### src/rtl/adc_mux_pkg.sv
// Package of constants for the converter front-end control block.
// Assumes a single system clock domain; the serial port is sampled, not clocked.
package adc_mux_pkg;
    // ========================================================================
    // Register offsets, one byte each
    // ========================================================================
    localparam logic [4:0] REG_STATUS       = 5'h01;
    localparam logic [4:0] REG_INPUT_SELECT = 5'h02;
    localparam logic [4:0] REG_GAIN         = 5'h03;
    localparam logic [4:0] REG_RATE         = 5'h04;
    localparam logic [4:0] REG_EXCITE       = 5'h07;
    localparam logic [4:0] REG_BIAS         = 5'h08;
    localparam logic [4:0] REG_SYSMON       = 5'h09;
    localparam logic [4:0] REG_GPIO         = 5'h0a;
    // ========================================================================
    // Reset values
    // ========================================================================
    localparam logic [7:0] RST_INPUT_SELECT = 8'h01;
    localparam logic [7:0] RST_GAIN         = 8'h08;
    localparam logic [7:0] RST_RATE         = 8'h04;
    localparam logic [7:0] RST_EXCITE       = 8'hff;
    // ========================================================================
    // Serial commands
    // ========================================================================
    localparam logic [2:0] CMD_WRITE_OP = 3'h2;
    localparam logic [2:0] CMD_READ_OP  = 3'h1;
    localparam logic [7:0] CMD_START    = 8'h08;
    localparam logic [7:0] CMD_STOP     = 8'h0a;
    localparam logic [7:0] CMD_RDATA    = 8'h12;
    // ========================================================================
    // Field codes and timing
    // ========================================================================
    localparam logic [3:0] CODE_COMMON    = 4'hc;
    localparam logic [3:0] CODE_OFF       = 4'hf;
    localparam logic [3:0] MAX_LARGE      = 4'hb;
    localparam logic [3:0] MAX_SMALL      = 4'h5;
    localparam logic [3:0] RATE_MAX       = 4'hd;
    localparam logic [1:0] PGA_BYPASS     = 2'h0;
    localparam logic [1:0] PGA_ON         = 2'h1;
    localparam logic [2:0] MON_NONE       = 3'h0;
    localparam logic [2:0] MON_SHORT      = 3'h1;
    localparam logic [2:0] MON_TEMP       = 3'h2;
    localparam logic [2:0] MON_AVDD       = 3'h3;
    localparam logic [2:0] MON_DVDD       = 3'h4;
    localparam logic [7:0] CRC_POLY       = 8'h07;
    localparam int         BBM_CYCLES     = 2;
    localparam logic [4:0] LEN_DATA       = 5'd16;
    localparam logic [4:0] LEN_DATA_CRC   = 5'd24;
    localparam logic [4:0] LEN_BYTE       = 5'd8;
endpackage

### src/rtl/adc_input_mux_control.sv
// Control logic of a delta-sigma converter front end: serial port, register
// file, input multiplexer sequencing, monitors and conversion control.
// Assumes the serial pins come from another domain and are synchronised here;
// analog switches and the modulator sit outside and follow these outputs.
`timescale 1ns/10ps
module adc_input_mux_control #(
    parameter bit LARGE_VARIANT = 1'b1,
    parameter int BBM_CYCLES    = adc_mux_pkg::BBM_CYCLES
) (
    // Clock and reset
    input  wire logic        clk_sys_i,
    input  wire logic        rst_i,
    // Serial port pins
    input  wire logic        cs_n_i,
    input  wire logic        sclk_i,
    input  wire logic        din_i,
    output logic             data_out_ready_o,
    output logic             data_out_ready_oe_o,
    input  wire logic        start_pin_i,
    // Modulator interface
    input  wire logic [15:0] adc_data_i,
    input  wire logic        adc_valid_i,
    output logic             conv_run_o,
    // Multiplexer switches
    output logic [3:0]       pos_input_select_o,
    output logic [3:0]       neg_input_select_o,
    output logic             mux_connect_o,
    output logic             mid_supply_tie_o,
    output logic             temp_sense_o,
    output logic             avdd_quarter_o,
    output logic             dvdd_quarter_o,
    output logic             burnout_o,
    output logic [6:0]       sensor_bias_voltage_o,
    output logic [3:0]       excite1_route_o,
    output logic [3:0]       excite2_route_o,
    output logic [3:0]       gpio_on_analog_o,
    // Amplifier, filter and clock
    output logic [2:0]       gain_o,
    output logic             gain_amplifier_bypass_o,
    output logic [3:0]       data_rate_o,
    output logic             low_latency_o,
    output logic             reject_50_o,
    output logic             reject_60_o,
    output logic             clk_ext_sel_o
);
    // ========================================================================
    // Elaboration checks
    // ========================================================================
    if (BBM_CYCLES < 1 || BBM_CYCLES > 7) begin : g_chk
        $error("BBM_CYCLES must lie in 1..7");
    end

    typedef enum logic [1:0] {
        ST_CMD   = 2'b00,
        ST_WDATA = 2'b01,
        ST_READ  = 2'b10
    } spi_state_type;

    // ========================================================================
    // Helper functions
    // ========================================================================
    // Input code legal for this variant; common input counts too.
    function automatic logic input_ok(input logic [3:0] code);
        logic [3:0] top;
        top = LARGE_VARIANT ? adc_mux_pkg::MAX_LARGE : adc_mux_pkg::MAX_SMALL;
        input_ok = (code <= top) || (code == adc_mux_pkg::CODE_COMMON);
    endfunction

    // Line rejection: rate codes 0..2 are 2.5/5/10, 3=16.6, 4=20, 5=50, 6=60.
    function automatic logic [1:0] rejects(input logic [3:0] r,
                                           input logic ll);
        logic [1:0] res;
        res = 2'b00;
        if (r <= 4'h2) res = 2'b11;
        else if (r == 4'h3 || r == 4'h5) res = 2'b01;
        else if (r == 4'h6) res = 2'b10;
        else if (r == 4'h4) res = ll ? 2'b11 : 2'b10;
        rejects = res;
    endfunction

    // CRC-8 over the 16-bit result, MSB first.
    function automatic logic [7:0] crc8(input logic [15:0] d);
        logic [7:0] c;
        c = 8'h00;
        for (int i = 15; i >= 0; i--) begin
            if (c[7] ^ d[i]) c = {c[6:0], 1'b0} ^ adc_mux_pkg::CRC_POLY;
            else c = {c[6:0], 1'b0};
        end
        crc8 = c;
    endfunction

    // ========================================================================
    // Pin synchronisers
    // ========================================================================
    // Index 0 is the metastable stage and only index 1 reads it.
    logic [2:0] sclk_s_q;
    logic [1:0] cs_s_q;
    logic [1:0] din_s_q;
    logic [2:0] start_s_q;

    always_ff @(posedge clk_sys_i) begin
        if (rst_i) begin
            sclk_s_q  <= 3'h0;
            cs_s_q    <= 2'h3;
            din_s_q   <= 2'h0;
            start_s_q <= 3'h0;
        end else begin
            sclk_s_q  <= {sclk_s_q[1:0], sclk_i};
            cs_s_q    <= {cs_s_q[0], cs_n_i};
            din_s_q   <= {din_s_q[0], din_i};
            start_s_q <= {start_s_q[1:0], start_pin_i};
        end
    end

    logic sel_active;
    logic sclk_rise;
    logic sclk_fall;
    logic start_rise;
    assign sel_active = ~cs_s_q[1];
    assign sclk_rise  = sel_active & sclk_s_q[1] & ~sclk_s_q[2];
    assign sclk_fall  = sel_active & ~sclk_s_q[1] & sclk_s_q[2];
    assign start_rise = start_s_q[1] & ~start_s_q[2];

    // ========================================================================
    // Serial receiver and command decoder
    // ========================================================================
    // Mode 1 framing: host drives on rising edges, device samples on falling.
    logic [6:0]    rx_q;
    logic [2:0]    bit_cnt_q;
    logic          byte_done;
    logic [7:0]    rx_byte;
    spi_state_type state_q;
    logic [4:0]    addr_q;
    logic [23:0]   tx_q;
    logic [4:0]    tx_cnt_q;
    logic          wr_en;
    logic          cmd_start;
    logic          cmd_stop;
    logic          cmd_rdata;
    logic          cmd_rreg;
    logic [7:0]    rd_byte;

    assign byte_done = sclk_fall & (bit_cnt_q == 3'h7);
    assign rx_byte   = {rx_q, din_s_q[1]};
    assign wr_en     = byte_done & (state_q == ST_WDATA);
    assign cmd_start = byte_done & (state_q == ST_CMD) &
                       (rx_byte == adc_mux_pkg::CMD_START);
    assign cmd_stop  = byte_done & (state_q == ST_CMD) &
                       (rx_byte == adc_mux_pkg::CMD_STOP);
    assign cmd_rdata = byte_done & (state_q == ST_CMD) &
                       (rx_byte == adc_mux_pkg::CMD_RDATA);
    assign cmd_rreg  = byte_done & (state_q == ST_CMD) &
                       (rx_byte[7:5] == adc_mux_pkg::CMD_READ_OP);

    // Bit counter and shift register; chip select high realigns framing.
    always_ff @(posedge clk_sys_i) begin
        if (rst_i || !sel_active) begin
            rx_q      <= 7'h00;
            bit_cnt_q <= 3'h0;
        end else if (sclk_fall) begin
            rx_q      <= rx_byte[6:0];
            bit_cnt_q <= bit_cnt_q + 3'h1;
        end
    end

    logic [7:0]  sel_pend_q;
    logic [15:0] data_q;
    logic [7:0]  crc_q;
    logic        ready_q;
    logic        crc_en_q;

    // Transaction state; input bytes during a read-out are ignored.
    always_ff @(posedge clk_sys_i) begin
        if (rst_i || !sel_active) begin
            state_q  <= ST_CMD;
            addr_q   <= 5'h00;
            tx_q     <= 24'h000000;
            tx_cnt_q <= 5'h00;
        end else begin
            case (state_q)
                ST_CMD: begin
                    if (byte_done) begin
                        addr_q <= rx_byte[4:0];
                        if (rx_byte[7:5] == adc_mux_pkg::CMD_WRITE_OP) begin
                            state_q <= ST_WDATA;
                        end else if (cmd_rreg) begin
                            tx_q     <= {rd_byte, 16'h0000};
                            tx_cnt_q <= adc_mux_pkg::LEN_BYTE;
                            state_q  <= ST_READ;
                        end else if (cmd_rdata) begin
                            tx_q     <= {data_q, crc_q};
                            tx_cnt_q <= crc_en_q ? adc_mux_pkg::LEN_DATA_CRC
                                                 : adc_mux_pkg::LEN_DATA;
                            state_q  <= ST_READ;
                        end
                    end
                end
                ST_WDATA: begin
                    if (byte_done) state_q <= ST_CMD;
                end
                ST_READ: begin
                    if (sclk_rise) tx_q <= {tx_q[22:0], 1'b0};
                    if (sclk_fall) begin
                        tx_cnt_q <= tx_cnt_q - 5'h01;
                        if (tx_cnt_q == 5'h01) state_q <= ST_CMD;
                    end
                end
                default: state_q <= ST_CMD;
            endcase
        end
    end

    // Combined pin: data bit while reading, otherwise the ready flag (low).
    logic dout_q;
    always_ff @(posedge clk_sys_i) begin
        if (rst_i) begin
            dout_q <= 1'b1;
        end else if (state_q == ST_READ) begin
            if (sclk_rise) dout_q <= tx_q[23];
        end else begin
            dout_q <= ~ready_q;
        end
    end
    // Released while chip select is high so the pin can be shared.
    assign data_out_ready_o    = dout_q;
    assign data_out_ready_oe_o = sel_active;

    // ========================================================================
    // Register file
    // ========================================================================
    logic [7:0] gain_q;
    logic [7:0] rate_q;
    logic [7:0] excite_q;
    logic [6:0] bias_q;
    logic [4:0] sysmon_q;
    logic [3:0] gpio_q;
    logic [7:0] sel_act_q;
    logic [2:0] bbm_cnt_q;
    logic       wr_d;

    assign wr_d = wr_en;

    // Writes land on the last falling edge of the data byte; illegal codes
    // (reserved amplifier modes, rates past the top) leave the field alone.
    always_ff @(posedge clk_sys_i) begin
        if (rst_i) begin
            sel_pend_q <= adc_mux_pkg::RST_INPUT_SELECT;
            gain_q     <= adc_mux_pkg::RST_GAIN;
            rate_q     <= adc_mux_pkg::RST_RATE;
            excite_q   <= adc_mux_pkg::RST_EXCITE;
            bias_q     <= 7'h00;
            sysmon_q   <= 5'h00;
            gpio_q     <= 4'h0;
        end else if (wr_d) begin
            case (addr_q)
                adc_mux_pkg::REG_INPUT_SELECT: sel_pend_q <= rx_byte;
                adc_mux_pkg::REG_GAIN: begin
                    if (rx_byte[4:3] <= adc_mux_pkg::PGA_ON) begin
                        gain_q <= {3'h0, rx_byte[4:0]};
                    end
                end
                adc_mux_pkg::REG_RATE: begin
                    if (rx_byte[3:0] <= adc_mux_pkg::RATE_MAX) begin
                        rate_q <= {1'b0, rx_byte[6:0]};
                    end
                end
                adc_mux_pkg::REG_EXCITE: excite_q <= rx_byte;
                adc_mux_pkg::REG_BIAS:   bias_q   <= rx_byte[6:0];
                adc_mux_pkg::REG_SYSMON: sysmon_q <= rx_byte[4:0];
                adc_mux_pkg::REG_GPIO:   gpio_q   <= rx_byte[3:0];
                default: ;
            endcase
        end
    end

    // Read-back; unmapped offsets return zero.
    always_comb begin
        case (rx_byte[4:0])
            adc_mux_pkg::REG_STATUS:
                rd_byte = {5'h00, crc_en_q, bbm_cnt_q != 3'h0, ready_q};
            adc_mux_pkg::REG_INPUT_SELECT: rd_byte = sel_pend_q;
            adc_mux_pkg::REG_GAIN:         rd_byte = gain_q;
            adc_mux_pkg::REG_RATE:         rd_byte = rate_q;
            adc_mux_pkg::REG_EXCITE:       rd_byte = excite_q;
            adc_mux_pkg::REG_BIAS:         rd_byte = {1'b0, bias_q};
            adc_mux_pkg::REG_SYSMON:       rd_byte = {3'h0, sysmon_q};
            adc_mux_pkg::REG_GPIO:         rd_byte = {4'h0, gpio_q};
            default:                       rd_byte = 8'h00;
        endcase
    end
    assign crc_en_q = sysmon_q[4];

    // ========================================================================
    // Break-before-make sequencer
    // ========================================================================
    // The staged selection only reaches the switches after the open window,
    // so two inputs can never be momentarily shorted together.
    always_ff @(posedge clk_sys_i) begin
        if (rst_i) begin
            sel_act_q <= adc_mux_pkg::RST_INPUT_SELECT;
            bbm_cnt_q <= 3'h0;
        end else if (bbm_cnt_q != 3'h0) begin
            bbm_cnt_q <= bbm_cnt_q - 3'h1;
            if (bbm_cnt_q == 3'h1) sel_act_q <= sel_pend_q;
        end else if (sel_pend_q != sel_act_q) begin
            bbm_cnt_q <= 3'(BBM_CYCLES);
        end
    end

    logic bbm_busy;
    logic sel_legal;
    assign bbm_busy  = bbm_cnt_q != 3'h0;
    // Common input passes the same legality test as the rest.
    assign sel_legal = input_ok(sel_act_q[7:4]) & input_ok(sel_act_q[3:0]);

    // Switch controls; any monitor takes the pins off the amplifier.
    assign pos_input_select_o = sel_act_q[7:4];
    assign neg_input_select_o = sel_act_q[3:0];
    assign mux_connect_o  = ~bbm_busy & sel_legal &
                            (sysmon_q[2:0] == adc_mux_pkg::MON_NONE);
    assign mid_supply_tie_o = bbm_busy |
                              (sysmon_q[2:0] == adc_mux_pkg::MON_SHORT);
    assign temp_sense_o   = sysmon_q[2:0] == adc_mux_pkg::MON_TEMP;
    assign avdd_quarter_o = sysmon_q[2:0] == adc_mux_pkg::MON_AVDD;
    assign dvdd_quarter_o = sysmon_q[2:0] == adc_mux_pkg::MON_DVDD;
    assign burnout_o      = sysmon_q[3] & mux_connect_o;
    assign sensor_bias_voltage_o = bias_q;
    // Any legal pin code routes a source; others switch it off.
    assign excite1_route_o = input_ok(excite_q[3:0]) ? excite_q[3:0]
                                                     : adc_mux_pkg::CODE_OFF;
    assign excite2_route_o = input_ok(excite_q[7:4]) ? excite_q[7:4]
                                                     : adc_mux_pkg::CODE_OFF;
    assign gpio_on_analog_o = LARGE_VARIANT ? gpio_q : 4'h0;

    // Amplifier, filter and clock selections.
    assign gain_o = gain_q[2:0];
    assign gain_amplifier_bypass_o = gain_q[4:3] == adc_mux_pkg::PGA_BYPASS;
    assign data_rate_o   = rate_q[3:0];
    assign low_latency_o = rate_q[4];
    assign {reject_60_o, reject_50_o} = rejects(rate_q[3:0],
                                                rate_q[4]);
    assign clk_ext_sel_o = rate_q[6];

    // ========================================================================
    // Conversion control and result capture
    // ========================================================================
    logic running_q;
    logic accept;
    assign accept     = running_q & adc_valid_i & ~bbm_busy;
    assign conv_run_o = running_q;

    // Stop wins over a simultaneous start, so a stray pin edge cannot
    // override the host's explicit stop.
    always_ff @(posedge clk_sys_i) begin
        if (rst_i) begin
            running_q <= 1'b0;
        end else if (cmd_stop || (accept && rate_q[5])) begin
            running_q <= 1'b0;
        end else if (cmd_start || start_rise) begin
            running_q <= 1'b1;
        end
    end

    // A result arriving as read-out starts keeps the ready flag set.
    always_ff @(posedge clk_sys_i) begin
        if (rst_i) begin
            data_q  <= 16'h0000;
            crc_q   <= 8'h00;
            ready_q <= 1'b0;
        end else if (accept) begin
            data_q  <= adc_data_i;
            crc_q   <= crc8(adc_data_i);
            ready_q <= 1'b1;
        end else if (cmd_rdata) begin
            ready_q <= 1'b0;
        end
    end

    // ========================================================================
    // Assertions
    // ========================================================================
    property p_bbm_window;
        @(posedge clk_sys_i) disable iff (rst_i)
        (!bbm_busy && sel_pend_q != sel_act_q) |=>
            (mid_supply_tie_o && !mux_connect_o) [*2] ##1 !bbm_busy;
    endproperty
    a_bbm_window: assert property (p_bbm_window)
        else $error("break window not two cycles");

    property p_sel_update;
        @(posedge clk_sys_i) disable iff (rst_i)
        bbm_cnt_q == 3'h1 |=> pos_input_select_o == $past(sel_pend_q[7:4]) &&
                              neg_input_select_o == $past(sel_pend_q[3:0]);
    endproperty
    a_sel_update: assert property (p_sel_update)
        else $error("selection not applied after window");

    property p_commit;
        @(posedge clk_sys_i) disable iff (rst_i)
        (wr_en && addr_q == adc_mux_pkg::REG_INPUT_SELECT) |=>
            sel_pend_q == $past(rx_byte) ##1 bbm_busy || sel_pend_q == sel_act_q;
    endproperty
    a_commit: assert property (p_commit)
        else $error("selection write not committed");

    property p_short;
        @(posedge clk_sys_i) disable iff (rst_i)
        sysmon_q[2:0] == adc_mux_pkg::MON_SHORT |->
            mid_supply_tie_o && !mux_connect_o;
    endproperty
    a_short: assert property (p_short)
        else $error("offset short not applied");

    property p_burnout;
        @(posedge clk_sys_i) disable iff (rst_i)
        burnout_o |-> mux_connect_o && !bbm_busy;
    endproperty
    a_burnout: assert property (p_burnout)
        else $error("burn-out on unselected inputs");

    property p_single;
        @(posedge clk_sys_i) disable iff (rst_i)
        (accept && rate_q[5]) |=> !conv_run_o;
    endproperty
    a_single: assert property (p_single)
        else $error("single shot kept running");

    property p_ready_pin;
        @(posedge clk_sys_i) disable iff (rst_i)
        (accept && state_q != ST_READ) |=> ##1
            (!data_out_ready_o || state_q == ST_READ);
    endproperty
    a_ready_pin: assert property (p_ready_pin)
        else $error("ready not shown on pin");

    property p_start;
        @(posedge clk_sys_i) disable iff (rst_i)
        (cmd_start && !cmd_stop && !(accept && rate_q[5])) |=> conv_run_o;
    endproperty
    a_start: assert property (p_start)
        else $error("start command ignored");

    property p_reject;
        @(posedge clk_sys_i) disable iff (rst_i)
        data_rate_o == 4'h4 |-> reject_60_o && (reject_50_o == low_latency_o);
    endproperty
    a_reject: assert property (p_reject)
        else $error("wrong rejection at 20 SPS");
endmodule

### config.mk
export PLATFORM = sky130hd
export DESIGN_NAME = adc_input_mux_control
export DESIGN_NICKNAME = d
export VERILOG_FILES = /design/src/rtl/adc_mux_pkg.sv /design/src/rtl/adc_input_mux_control.sv
export SDC_FILE = /design/constraint.sdc
export NUM_CORES = 1
export LEC_CHECK = 0
export BUFFER_PORTS_ARGS = -buffer_cell sky130_fd_sc_hd__buf_2
export CAP_MARGIN = 20
export CORE_MARGIN = 2
export CORE_UTILIZATION = 40
export DETAILED_ROUTE_END_ITERATION = 6
export HOLD_SLACK_MARGIN = 0.12
export PLACE_DENSITY = 0.68
export SLEW_MARGIN = 20
export SYNTH_ARGS = -nofsm -noshare
export SYNTH_HDL_FRONTEND = slang
export SYNTH_SLANG_ARGS = --single-unit
### constraint.sdc
create_clock -name clk_sys_i -period 2.45 [get_ports clk_sys_i]
set_input_delay 0 -clock clk_sys_i [delete_from_list [all_inputs] [get_ports clk_sys_i]]
set_output_delay 0 -clock clk_sys_i [all_outputs]
set_load 0.02 [all_outputs]
# Word-level counts from Yosys, hierarchy flattened
# Index checks and enable logic that the tools add are counted.
dict set report word_totals {
  reg_bits 138
}
dict set report classes {
  addsub 3
  eq_ne 46
  reduce_logical 29
  magnitude_cmp 7
  bitwise_logic 55
  n_mux 81
}
# cell n
set ops {}
lappend ops {{$mux W8} 30}
lappend ops {{$mux W24} 5}
lappend ops {{$pmux W8 S8} 1}
lappend ops {{$mux W3} 18}
lappend ops {{$pmux W24 S2} 1}
lappend ops {{$not A3 Y3} 15}
lappend ops {{$eq A5 B4 Y1 const B} 6}
lappend ops {{$mux W5} 5}
lappend ops {{$mux W2} 11}
lappend ops {{$eq A5 B2 Y1 const B} 4}
lappend ops {{$eq A5 B3 Y1 const B} 4}
lappend ops {{$le A4 B4 Y1 const B} 5}
lappend ops {{$and A1 B1 Y1} 18}
lappend ops {{$eq A4 B4 Y1 const B} 4}
lappend ops {{$eq A8 B4 Y1 const B} 2}
lappend ops {{$reduce_and A5 Y1} 3}
lappend ops {{$xor A1 B1 Y1} 15}
lappend ops {{$reduce_and A2 Y1} 7}
lappend ops {{$eq A4 B3 Y1 const B} 3}
lappend ops {{$mux W4} 3}
lappend ops {{$ne A2 B2 Y1 const B} 6}
lappend ops {{$eq A5 B1 Y1 const B} 2}
lappend ops {{$pmux W5 S2} 1}
lappend ops {{$eq A3 B1 Y1 const B} 3}
lappend ops {{other kinds (26)} 49}

# Logic depth before layout (Yosys ltp)
dict set report logic_depth {
  word_depth 63
  depth_mapped 9
  depth_no_buf 7
}

# Least setup slack after synthesis
# Ideal clock, no wire load.
dict set report synth_path {
  path_type {register -> register}
  start {register bit_cnt_q[0]}
  end {register rate_q[2]}
  required_time_ns 2.330
  stages_incl_launch_ff 9
  t_arrival_ns 2.008
  period_less_slack_ns 2.127
  path_buffers 1
  setup_time_ns 0.120
  slack_ns 0.323
  path_cell_list {dfxtp_1 ha_1 ha_1 nand4bb_4 or3b_1 and4bb_1 buf_6 nor2b_1 a211o_1}
}
dict set report synth_via {
  elab_chain_cells 4
}
# item line_no
set synth_lines {}
lappend synth_lines {{from (decl)} adc_input_mux_control.sv:129} ;# logic [2:0] bit_cnt_q;
lappend synth_lines {{from (signal assigned)} adc_input_mux_control.sv:162} ;# bit_cnt_q <= bit_cnt_q + 3'h1;
lappend synth_lines {{$eq A3 B3 Y1} adc_input_mux_control.sv:143} ;# assign byte_done = sclk_fall & (bit_cnt_q == 3'h7);
lappend synth_lines {{$and A1 B1 Y1} adc_input_mux_control.sv:143}
lappend synth_lines {{$and A1 B1 Y1} adc_input_mux_control.sv:145} ;# assign wr_en = byte_done & (state_q == ST_WDATA);
lappend synth_lines {{$reduce_and A3 Y1 (no source line)} --}
lappend synth_lines {{to (signal assigned)} adc_input_mux_control.sv:249} ;# rate_q <= adc_mux_pkg::RST_RATE;
lappend synth_lines {{to (signal assigned)} adc_input_mux_control.sv:264} ;# rate_q <= {1'b0, rx_byte[6:0]};
lappend synth_lines {{to (decl)} adc_input_mux_control.sv:232} ;# logic [7:0] rate_q;
# Every way passes these cells.
# A chain may end at the register's enable or synchronous reset.

# Worst setup path after layout
# Ends and elaborated chain as after synthesis.

==> results by group <==
STA
  – RSZ-0062 raised after global routing: no
  – Clock skew: 0.006001 ns
  – Worst slew margin: 49.22%
  – Setup Viol. Count Final: 0
  – Setup ws final: 0.08997 ns
  – Max Slew Vio Count: 0
  – Fin crit share: 96.33%
  – Worst Max-Slew Pin Slew: 0.7616 ns
  – Final hold viol count: 0
  – Final Critical Period: 2.360 ns
  – Setup TNS: 0 ns
  – Max frequency: 0.4237 GHz

Floorplan
  – Top Ports: 71
  – DIE WIDTH: 132.7 um
  – Starting Density: 40.36%
  – Num rows: 47
  – Chip height: 132.7 um
  – Placeable Area: 16410 um2
  – Die footprint: 17600 um2

CTS
  – CTS root buf: clkbuf_16
  – Clock buffer depth: 2
  – Worst-path clk slew: 0.06 ns
  – H-tree levels: 4
  – CTS buffer count: 17
  – Skew-Pair Late Insertion Delay: 0.42 ns
  – CTS Sinks: 138
  – TritonCTS clock tree: yes

Hold path
  – Worst Hold Class: in -> reg

Power
  – Leak: 2.943 nW
  – P per Cell Area: 690.3 nW/um2
  – Max VDD drop: 448.7 uV

Global routing
  – Initial antenna violation count: 1
  – Largest net degree at the start of global routing: 60
  – Gr usage total: 19.92%
  – Overflow after GRT: 0
  – Vias in the first global route: 5327
  – First-pass GRT wire length: 27.70 mm

Synthesis
  – Synth unique cells: 65
  – Post-synth EDFFs: 0
  – Syn_nets: 775
  – Post-Syn Area per Cell: 8.888 um2
  – Post-synthesis instance area: 6621 um2
  – Synthesis-stage register bit count: 138
  – FFs w/ async S/R, synth: 0%
  – Yosys warning count: 0
  – Top FF cell, synth: dfxtp_1
  – Sequential share of the synthesized area: 41.72%
  – Post-Synthesis Cells: 745

Routing
  – Max layer used: met4
  – Final ANT Viol Nets: 0
  – Vias: 5664
  – Routed WL: 17.21 mm
  – Initial drt markers: 455
  – M1 WL: 7.810 mm
  – DR pass1 iterations: 5
  – Met3 routed WL: 890 um
  – Post-DR wirelength/cell: 16.31 um
  – Routed vias/inst: 5.369
  – Met2 wire len: 7.922 mm
  – Drt drc: 0

Run
  – Max Cap Viol: 0

Setup path
  – Worst path required time: 2.76 ns
  – End point of the critical path: rate_q[2]
  – Flop-to-flop setup slack: 0.09 ns
  – Worst Reg-to-Reg Cells: 8
  – Max FO, Critical Path: 8
  – Crit start category: flip-flop
  – Worst flop-to-flop path startpoint: bit_cnt_q[0]
  – Setup crit end kind: flip-flop
  – Worst Setup SP: bit_cnt_q[0]
  – CP Data Arrival Time: 2.67 ns
  – Kind of critical path: reg -> reg
  – Reg2Reg Capture Point: rate_q[2]

Layout
  – Fill count: 1511
  – Final net count: 851
  – Area Overhead vs Synth: 20.96%
  – Layout cells sized above 1: 17.63%

Place
  – Buffers on Ports: 70
  – Hpwl dp: 11.39 mm
  – GP Congestion: 0.8511
  – Place WS: 0.1361 ns

Status
  – Outcome: completed
cells in the mapped netlist (all sizes together), types with 3 or more instances:
cell	instances	share of area [%]
and2	3	0.28
and3	5	0.47
nand4	4	0.38
a31o	7	0.93
mux2i	51	7.7
mux2	4	0.68
o21bai	3	0.34
a31oi	8	0.76
a21oi	38	2.9
buf	31	2.6
a22o	3	0.40
a32oi	3	0.40
o21ai	11	0.83
a22oi	22	2.5
a211oi	26	2.9
nor3b	8	0.91
nor4	3	0.28
clkbuf	33	1.9
nand2	72	4.1
a221o	4	0.60
a21o	3	0.34
a211o	13	1.7
xnor2	27	3.6
nor3	11	0.91
and3b	4	0.53
or2	4	0.38
nor2b	21	2.0
o211ai	4	0.45
ha	7	1.3
xor2	15	2.0
a2bb2oi	3	0.40
nor2	93	5.3
inv	15	0.85
o2bb2ai	4	0.53
nand3b	5	0.57
dfxtp	138	42
nand3	12	0.91
layout by cell type, fill, tap and decap left out, types with 10 or more instances in the layout:
| master | synthesis | final |
|---|---|---|
| dfxtp_1 | 138 | 138 |
| nor2_1 | 93 | 93 |
| nand2_1 | 72 | 72 |
| buf_2 | 12 | 70 |
| mux2i_1 | 51 | 51 |
| a21oi_1 | 38 | 38 |
| xnor2_1 | 27 | 27 |
| a211oi_1 | 26 | 26 |
| buf_4 | 9 | 25 |
| dlygate4sd3_1 | 0 | 23 |
| a22oi_1 | 22 | 22 |
| nor2b_1 | 21 | 20 |
| clkbuf_16 | 0 | 17 |
| xor2_1 | 15 | 15 |
| inv_1 | 15 | 15 |
| a211o_1 | 13 | 13 |
| nand3_1 | 12 | 12 |
| o21ai_0 | 11 | 11 |
| nor3_1 | 10 | 10 |
per-stage QoR:
| step | instance area [um2] | hold slack (ns) | util [%] | total power [mW] | std cells |
|---|---|---|---|---|---|
| CTS | 7999 | 0.1345 | 48.75 | 5.553 | 1053 |
| detailed placement | 7193 | 0.1862 | 43.84 | 3.025 | 998 |
| global route | 8009 | 0.1886 | 48.81 | 5.745 | 1055 |
| finish | 8009 | 0.1461 | 48.81 | 5.529 | 1055 |
| floorplan | 6621 | 0.1038 | - | 2.852 | 745 |
| global placement | 7193 | 0.1830 | 43.84 | 3.013 | 998 |
per-layer routing:
layer,up-vias,track usage (%)
met5,-,0
met3,46,4.981
met1,2668,26.40
met4,0,8.901
li1,2771,-
met2,179,30.69
worst max-delay path, stage by stage, from the launching register on:
cell and delay (ns):
dfxtp_1 0.34, ha_1 0.16, ha_1 0.29, nand4bb_4 0.20
or3b_1 0.43, and4bb_1 0.36, buf_12 0.15, nor2b_1 0.05
a211o_1 0.27
registers in the layout (all words and copies together) (netlist names), 4 cells and up:
register / flops
addr_q: 5
crc_q: 8
data_q: 16
excite_q: 8
gain_q: 5
gpio_on_analog_o: 4
rate_q: 7
rx_q: 7
sel_act_q: 8
sel_pend_q: 8
sensor_bias_voltage_o: 7
sysmon_q: 5
tx_cnt_q: 5
tx_q: 24
logic make-up after synthesis:
group / share of synthesized area (%)
fa+ha+maj: 1.323
mux: 8.390
simple gates: 19.44
buf+inv: 5.329
compound gates: 17.54
xor+xnor: 6.255
flops: 41.72
where the power goes:
| part | leakage [nW] | total, mW | internal (mW) | switching, mW |
|---|---|---|---|---|
| registers | 1.12 | 2.34 | 2.30 | 0.0419 |
| clock network | 0.277 | 2.51 | 1.57 | 0.941 |
| logic | 1.55 | 0.673 | 0.296 | 0.377 |
worst min path at each step:
stage | start | endpoint | slack [ns] | depth (start not counted)
after global routing | adc_valid_i | crc_q[5] | 0.19 | 5
after global placement | cs_n_i | cs_s_q[0] | 0.18 | 2
after floorplan | cs_n_i | cs_s_q[0] | 0.10 | 1
after CTS | adc_valid_i | crc_q[5] | 0.13 | 5
after detailed placement | cs_n_i | cs_s_q[0] | 0.19 | 2
final | adc_valid_i | crc_q[5] | 0.15 | 5
what timing repair did:
| action | in CTS | in global routing |
|---|---|---|
| setup buffers | 0 | 1 |
| hold buffers | 23 | 0 |
| gates resized for setup | 0 | 0 |
| hold endpoints to repair | 26 | 0 |
| setup endpoints to repair | 0 | 3 |
area by class of cell:
cell class              count  area, um2  area share (%)
multi-input cells         528       3508           43.81
flip-flops and latches    138       2763           34.49
repair buffers            121      828.3           10.34
clock buffers              25      485.5           6.062
well taps                 220      275.3           3.437
clock inverters             7      90.09           1.125
inverters                  15      56.30          0.7030
diodes                      1      2.502         0.03125
Power figures use the tool's default switching activity.
